--- src/dhs_pkg.sv ---
// Package of constants and types for the dog mode homing sequencer
package dhs_pkg;
   // ==========================================================
   // Setting encodings
   localparam logic [3:0] DHS_MODE_DOG = 4'h0;
   localparam logic DHS_DIR_INC = 1'b0;
   localparam logic DHS_POL_HIGH = 1'b1;
   // ==========================================================
   // Widths and limits
   localparam int DHS_SPEED_W = 16;
   localparam int DHS_OFFSET_W = 16;
   localparam int DHS_COORD_W = 16;
   localparam int DHS_POS_W = 32;
   localparam logic [15:0] DHS_OFFSET_MAX = 16'hffff;
   // Reset values
   localparam logic [DHS_POS_W-1:0] DHS_POS_RST = 32'h0000_0000;
   localparam logic [DHS_SPEED_W-1:0] DHS_SPEED_RST = 16'h0000;
   // Multiplier factors for codes 0..3
   localparam logic [15:0] DHS_MUL_1 = 16'h0001;
   localparam logic [15:0] DHS_MUL_10 = 16'h000a;
   localparam logic [15:0] DHS_MUL_100 = 16'h0064;
   localparam logic [15:0] DHS_MUL_1000 = 16'h03e8;

   // ==========================================================
   // Power-cycle settings, carried as one group
   typedef struct packed
   {
      logic [3:0] homing_mode_setting;
      logic homing_direction_setting;
      logic proximity_polarity_setting;
      logic [1:0] feed_length_multiplier;
      logic [DHS_SPEED_W-1:0] return_speed_setting;
      logic [DHS_SPEED_W-1:0] creep_speed_setting;
      logic [DHS_OFFSET_W-1:0] home_offset_setting;
      logic signed [DHS_COORD_W-1:0] home_coordinate_setting;
   } dhs_cfg_t;

   // Sequencer states, one-hot
   typedef enum logic [4:0]
   {
      DHS_IDLE = 5'b00001,
      DHS_FAST = 5'b00010,
      DHS_CREEP = 5'b00100,
      DHS_SHIFT = 5'b01000,
      DHS_DONE = 5'b10000
   } dhs_state_t;

   // Scale home coordinate by the multiplier code
   function automatic logic signed [DHS_POS_W-1:0] dhs_scale
   (
      input logic signed [DHS_COORD_W-1:0] coord,
      input logic [1:0] code
   );
      logic [15:0] mul;
      logic signed [DHS_POS_W-1:0] prod;
      mul = DHS_MUL_1;
      unique case (code)
         2'h0: mul = DHS_MUL_1;
         2'h1: mul = DHS_MUL_10;
         2'h2: mul = DHS_MUL_100;
         2'h3: mul = DHS_MUL_1000;
      endcase
      prod = DHS_POS_W'(coord) * $signed({16'h0000, mul});
      return prod;
   endfunction : dhs_scale
endpackage : dhs_pkg

--- src/dhs_reset_sync.sv ---
// Reset release synchroniser for the homing sequencer
module dhs_reset_sync
(
   input wire logic clock,
   input wire logic rst_b,
   output logic rst_sync_b
);
   logic meta_q;
   logic sync_q;

   // ==========================================================
   // Release through two flops; assertion stays asynchronous
   always_ff @(posedge clock or negedge rst_b)
   begin
      if (!rst_b)
      begin
         meta_q <= 1'b0;
         sync_q <= 1'b0;
      end
      else
      begin
         meta_q <= 1'b1;
         sync_q <= meta_q;
      end
   end

   assign rst_sync_b = sync_q;
endmodule : dhs_reset_sync

--- src/dhs_homing_seq.sv ---
// Dog mode home position return sequencer
// Behaviour
// [RULE_01] Return speed until dog, then creep
// [RULE_02] Polarity setting picks active dog level
// [RULE_03] Home lies offset past Z, homing direction
// [RULE_04] Position loaded with home coordinate at end
// [RULE_05] Reference is Z pulse seen during dog
// [RULE_06] Offset accepts 0 through 65535 micrometres
// [RULE_07] Travel offset at creep, stop, then complete
// [RULE_08] Completion raises homing complete flag
// [RULE_09] Mode value 0 selects dog homing
// [RULE_10] Direction 0 counts up, 1 counts down
// [RULE_11] Multiplier codes give 1,10,100,1000
module dhs_homing_seq
   import dhs_pkg::*;
(
   input wire logic clock,
   input wire logic rst_b,
   input wire dhs_pkg::dhs_cfg_t cfg,
   input wire logic start,
   input wire logic dog_in,
   input wire logic z_pulse,
   input wire logic enc_step,
   output logic [dhs_pkg::DHS_SPEED_W-1:0] speed_cmd,
   output logic dir_down,
   output logic busy,
   output logic homing_complete_flag,
   output logic signed [dhs_pkg::DHS_POS_W-1:0] current_position
);
   import dhs_pkg::*;

   logic rst_sync_b;
   dhs_state_t state_q, state_d;
   logic [DHS_OFFSET_W-1:0] shift_q, shift_d;
   logic [DHS_SPEED_W-1:0] speed_q, speed_d;
   logic done_q, done_d;
   logic signed [DHS_POS_W-1:0] pos_q, pos_d;
   logic dog_active;
   logic mode_ok;

   // ==========================================================
   // Reset
   dhs_reset_sync u_rst
   (
      .clock(clock),
      .rst_b(rst_b),
      .rst_sync_b(rst_sync_b)
   );

   // ==========================================================
   // Input qualification
   assign dog_active = (dog_in == cfg.proximity_polarity_setting); // RULE_02
   assign mode_ok = (cfg.homing_mode_setting == DHS_MODE_DOG); // RULE_09

   // ==========================================================
   // Sequencer next state
   always_comb
   begin
      state_d = state_q;
      shift_d = shift_q;
      speed_d = speed_q;
      done_d = done_q;
      pos_d = pos_q;
      // Position tracks encoder steps in the homing direction
      if (enc_step)
      begin
         if (cfg.homing_direction_setting == DHS_DIR_INC) // RULE_10
            pos_d = pos_q + 32'sd1;
         else
            pos_d = pos_q - 32'sd1;
      end
      unique case (state_q)
         DHS_IDLE:
         begin
            speed_d = DHS_SPEED_RST;
            if (start && mode_ok) // RULE_09
            begin
               done_d = 1'b0;
               speed_d = cfg.return_speed_setting; // RULE_01
               state_d = DHS_FAST;
            end
         end
         DHS_FAST:
         begin
            if (dog_active)
            begin
               speed_d = cfg.creep_speed_setting; // RULE_01
               state_d = DHS_CREEP;
            end
         end
         DHS_CREEP:
         begin
            // Z only counts while dog is still active
            if (z_pulse && dog_active) // RULE_05
            begin
               shift_d = cfg.home_offset_setting; // RULE_06
               state_d = DHS_SHIFT;
               if (cfg.home_offset_setting == 16'h0000)
               begin
                  speed_d = DHS_SPEED_RST;
                  state_d = DHS_DONE;
               end
            end
         end
         DHS_SHIFT:
         begin
            // Offset walked out in encoder steps past Z
            if (enc_step) // RULE_03
               shift_d = shift_q - 16'h0001;
            if (enc_step && shift_q == 16'h0001)
            begin
               speed_d = DHS_SPEED_RST; // RULE_07
               state_d = DHS_DONE;
            end
         end
         DHS_DONE:
         begin
            // Load coordinate after motion has stopped
            pos_d = dhs_scale(cfg.home_coordinate_setting,
                              cfg.feed_length_multiplier); // RULE_04 RULE_11
            done_d = 1'b1; // RULE_08
            state_d = DHS_IDLE;
         end
         default:
         begin
            speed_d = DHS_SPEED_RST;
            state_d = DHS_IDLE;
         end
      endcase
   end

   // Register the sequencer state
   always_ff @(posedge clock or negedge rst_sync_b)
   begin
      if (!rst_sync_b)
      begin
         state_q <= DHS_IDLE;
         shift_q <= 16'h0000;
         speed_q <= DHS_SPEED_RST;
         done_q <= 1'b0;
         pos_q <= DHS_POS_RST;
      end
      else
      begin
         state_q <= state_d;
         shift_q <= shift_d;
         speed_q <= speed_d;
         done_q <= done_d;
         pos_q <= pos_d;
      end
   end

   // ==========================================================
   // Outputs
   assign speed_cmd = speed_q;
   assign dir_down = cfg.homing_direction_setting; // RULE_10
   assign busy = (state_q != DHS_IDLE);
   assign homing_complete_flag = done_q;
   assign current_position = pos_q;
endmodule : dhs_homing_seq

--- config.mk ---
export PLATFORM = sky130hd
export DESIGN_NAME = dhs_homing_seq
export DESIGN_NICKNAME = d
export VERILOG_FILES = /design/src/dhs_pkg.sv /design/src/dhs_reset_sync.sv /design/src/dhs_homing_seq.sv
export SDC_FILE = /design/constraint.sdc
export NUM_CORES = 1
export LEC_CHECK = 0
export ABC_AREA = 1
export BUFFER_PORTS_ARGS = -buffer_cell sky130_fd_sc_hd__clkbuf_2
export CORE_MARGIN = 8
export CORE_UTILIZATION = 52
export DETAILED_ROUTE_END_ITERATION = 12
export HOLD_SLACK_MARGIN = 0.08
export PLACE_DENSITY = 0.72
export SETUP_SLACK_MARGIN = 0.3
export SKIP_CTS_REPAIR_TIMING = 1
export SLEW_MARGIN = 10
export SYNTH_ARGS = -nofsm -noshare
export SYNTH_HDL_FRONTEND = slang
export SYNTH_HIERARCHICAL = 1
export SYNTH_SLANG_ARGS = --single-unit
--- constraint.sdc ---
create_clock -name clock -period 3.4 [get_ports clock]
set_input_delay 0.17 -clock clock [delete_from_list [all_inputs] [get_ports clock]]
set_output_delay 0.17 -clock clock [all_outputs]
set_load 0.005 [all_outputs]
Word-level counts from Yosys, hierarchy flattened. Cells that the tools add are included.

Multipliers: 1. Muxes and demuxes: 22. Reduce and logical (&&, ||, !) cells: 13. Equality and inequality tests: 17. Add/sub/neg operators: 3. Bitwise logic cells: 1.

Operator list (number): $mux 16 (8); $mux 32 (3); $pmux 16 s5 (1); $pmux 16 s4 (1); $add 32x2->32 const B (1); $mul 16x17->32 (1); $pmux 16 s2 (1); $sub 32x2->32 const B (1); $mux 5 (5); $pmux 5 s4 (1); $eq 16x1->1 const B (1); $logic_not 16->1 (1); $sub 16x1->16 const B (1); $ne 2x2->1 const B (6); $reduce_bool 2->1 (3); $eq 5x1->1 const B (1); $eq 5x2->1 const B (1); $eq 5x3->1 const B (1); $eq 5x4->1 const B (1); $eq 5x5->1 const B (1); $ne 5x1->1 const B (1); $reduce_and 5->1 (1); $eq 2x2->1 const B (2); $logic_not 4->1 (1); other kinds (10) (12).

Word-level logic and storage cells: 64. Input port bits: 78. Output and inout port bits: 51. Flip-flop bits (word level): 72.

Depth between registers and ports, before layout.
Word-level depth: 5. Gate-level depth with buffers: 30. Gate-level depth less buffers: 29.

Cells and area by module. Netlist, hierarchy kept.

Modules (own cells, without submodules): dhs_homing_seq (cells each 1948, area each 12540.8 µm², sequential area each 1752.9 µm², instances 1); dhs_reset_sync (cells each 3, area each 53.8 µm², sequential area each 50.0 µm², instances 1).

Worst setup path after synthesis. OpenSTA, ideal clock, no wires.

Kind: input-to-reg. Start point: in cfg[65] (netlist bit). End point: reg pos_q[29] (netlist: current_position[29]). Arrival: 4.923 ns. Setup time: 0.117 ns. Cell stages on the path: 26. Data required time: 3.283 ns. Path buffers: 0. Setup slack: -1.640 ns. Path through: nand2_1 > nor2_1 > inv_1 > fa_1 > fa_1 > inv_1 > fa_1 > inv_1 > fa_1 > inv_1 > fa_1 > inv_1 > fa_1 > inv_1 > ha_1 > nand2_1 > nor2_1 > nand3_1 > nand3b_1 > nand2_1 > nand2_1 > nand2_1 > nand3_1 > nand2_1 > nand2_1 > nand2_1.

Cells in the longest elaborated chain, start to end: 5. Elaborated cells between the ends (all ways): 8. Those cells by class: mul (1); eq/ne (3); mux (3); reduce/logical (1).

Ends and longest elaborated chain: from (decl) (line dhs_homing_seq.sv:19) `input wire dhs_pkg::dhs_cfg_t cfg,`; $eq 2x2->1, or another cell as far along (line dhs_pkg.sv:57) `unique case (code)`; $pmux 16 s4 (*) (line dhs_pkg.sv:57); $mux 16 (*) (line dhs_homing_seq.sv:72) `unique case (state_q)`; $mul 16x17->32 (*) (line dhs_pkg.sv:63) `prod = DHS_POS_W'(coord) * $signed({16'h0000, mul});`; $mux 32 (*) (line dhs_homing_seq.sv:72); to (signal assigned) (line dhs_homing_seq.sv:149) `pos_q <= pos_d;`; to (decl) (line dhs_homing_seq.sv:37) `logic signed [DHS_POS_W-1:0] pos_q, pos_d;`.

Mark *: on every way between the ends. The rest lies on a longest branch, timed or not. The select of a mux whose other input is x is not followed. A chain may end at the register's enable or synchronous reset.

Worst setup path in the final report.
Start point: in cfg[65] (netlist bit). End point: reg pos_q[31] (netlist: current_position[31]).

Same word-level chain as after synthesis.

==> qor.txt <==
crit-path max cell delay: 570 ps
number of vias per cell: 5.06
Initial DRC Count: 835
vias in the first global route: 13066
final non-filler cell total: 2563
Reg clk slew, reported paths: 60 ps
async set-or-reset flop fraction in the synthesized netlist: 100%
EDFF count, synth: 0
diode count: 0
initial core utilization: 52.4%
final net count: 2574
Worst VDD drop: 0.450 mV
max_cap viols: 0
RR Endpoint: current_position[31]
Final Hold Viols: 0
failing checks: setup timing
r2r startpoint: current_position[14]
share of cells above drive strength 1: 21.4%
CTS sink count: 72
min-delay src: cfg[20]
largest area contributor in the netlist: nand2_1
crit path DAT: 5200 ps
Routed WL: 36.8 mm
area taken by multi-input logic gates: 9540 um^2
I/O pin count: 129
area share of the largest cell type after synthesis: 18.2%
Final Skew: 10.5 ps
Routability Congestion: 0.954
Critical Path Source Type: input port
sequential element share of the synthesized area: 14.3%
Period Utilization, post-route: 146%
critical path fanouts, max: 5
total number of vias: 12979
Syn Nets: 2291
Rows: 57
Worst slew margin: 59.4%
Slew Viols, Final: 0
port buffer count: 128
drt pass-1 iters: 6
post-DP HPWL: 31.4 mm
clk root buf: clkbuf_16
Yosys cell types: 44
number of synthesized register bits: 72
Slew @ Worst Pin: 609 ps
H-tree Lvls: 3
Die Wd: 172 um
CTS max path bufs: 2
reg2reg path depth: 13
CTS Buf Count: 9
WL/cell: 14.4 um
CP max-delay cell: fa_1
min cycle time layout: 4970 ps
worst min path class: input port to flop
Core Region: 24000 um^2
initial antenna violation count: 0
Residual DRC: 0
Synth Instances: 1951
GRT Total Usage: 25.9%
Final Cell Area: 15800 um^2
RSZ-0062 raised after global routing: yes
register area: 1800 um^2
leading cell types by total area after synthesis: nand2_1 (18%), ha_1 (17%), fa_1 (15%)
die area: 29500 um^2
R2R setup slack: 1000 ps
CTS tree: built
largest net degree at the start of global routing: 45
most used cell, CP: fa_1
GR Overflow Total: 0
antenna-violating nets left: 0
pwr dens: 679 nW/um^2
cell area after synthesis: 12600 um^2
kind of critical path: input port to flop
area grow syn2layout: 25.6%
FILL cells: 2230
CP required: 3620 ps
Worst-Skew Late Latency: 340 ps
status: finished, violations left
Setup WS post-layout: -1570 ps
final setup vio count: 27
global-route wire length before repair: 61.7 mm
Die H: 172 um
Cells on Worst Hold Path: 3
Warnings, synthesis: 6
f_max: 201 MHz
Main synth FF type: dfrtp_1
placed cells: 2538
Worst Setup End Kind: flop
Placed Area: 15100 um^2
Hold Path End: shift_q[4]
syn avg cell area: 6.46 um^2
Pleak: 0.00946 uW
## registers in the layout, indices dropped and copies added, names as in the netlist
register / cells
speed_cmd: 16
u_rst/rst_sync_b: 1
homing_complete_flag: 1
current_position: 32
shift_q: 16
state_q: 5
u_rst/meta_q: 1
## stage by stage
| step | util (%) | setup WS [ps] | TNS (ps) | hold WS, ps | power [uW] |
|---|---|---|---|---|---|
| floorplan | - | -1350 | -29290 | -126 | 6600 |
| global placement | 63.0 | -1890 | -45790 | -42.0 | 9090 |
| detailed placement | 63.0 | -1960 | -47600 | -41.7 | 9210 |
| CTS | 64.1 | -1620 | -37990 | -409 | 10200 |
| global route | 65.8 | -1800 | -42380 | 134 | 11800 |
| finish | 65.8 | -1570 | -36490 | 120 | 10700 |
## cell families (layout without fill, tap and decap cells)
group	after synthesis	count (layout)	synth area share, %
buffers and inverters	495	783	15.1
other	3	3	0.0894
and+or+nand+nor	931	931	30.0
DFF	72	72	14.3
AOI/OAI and AO/OA	173	173	7.73
xor gates and xnor gates	15	15	1.04
adders and majority gates	262	262	31.7
## worst max-delay path: cells and delay by family
kind | cells | cell delay (ps)
adders and majority gates | 7 | 3350
buffers and inverters | 10 | 830
and+or+nand+nor | 12 | 840
## final cells by class
type | instances | area share [%]
flip-flops and latches | 72 | 11.4
multi-input cells | 1384 | 60.3
inverters | 461 | 11.0
repair buffers | 306 | 13.0
well taps | 324 | 2.56
clock buffers | 10 | 1.45
clock inverters | 6 | 0.269
## cells in the final DEF, fill, tap and decap left out, drive strengths merged, types with 71 or more instances in the layout
cell    synthesis  final
dfrtp          71     71
nor2          176    176
clkbuf         15    135
ha            167    167
inv           459    460
o21ai          78     78
nand2         611    611
buf            19    180
nand3          98     98
fa             95     95
## cell usage after synthesis, drive strengths merged, types with 12 or more instances
| cell | instances |
|---|---|
| nand2 | 611 |
| inv | 459 |
| nor2 | 176 |
| ha | 167 |
| nand3 | 98 |
| fa | 95 |
| o21ai | 78 |
| dfrtp | 71 |
| a21oi | 66 |
| buf | 19 |
| clkbuf | 15 |
| a31oi | 12 |
| nand4 | 12 |
## worst max-delay path by stage
stage / start / end / slack, ps / cells past startpoint
global route: cfg[64] / current_position[21] / -1800 / 27
global placement: cfg[65] / current_position[28] / -1890 / 26
finish: cfg[65] / current_position[31] / -1570 / 29
detailed placement: cfg[65] / current_position[28] / -1960 / 26
floorplan: cfg[64] / current_position[29] / -1350 / 24
CTS: cfg[65] / current_position[28] / -1620 / 26
## layer usage
metal	global-route usage, %	wire length (um)
met3	3.35	2660
met5	0	0
met4	6.73	797
met1	35.0	16500
met2	42.9	16900
## power breakdown
part / internal (uW) / switching (uW) / leakage [uW]
combinational: 3440 / 4910 / 0.00845
sequential: 1170 / 332 / 0.000876
clock: 496 / 386 / 0.000129
total: 5110 / 5630 / 0.00946
Note: power is estimated with default switching activity, not from simulation.
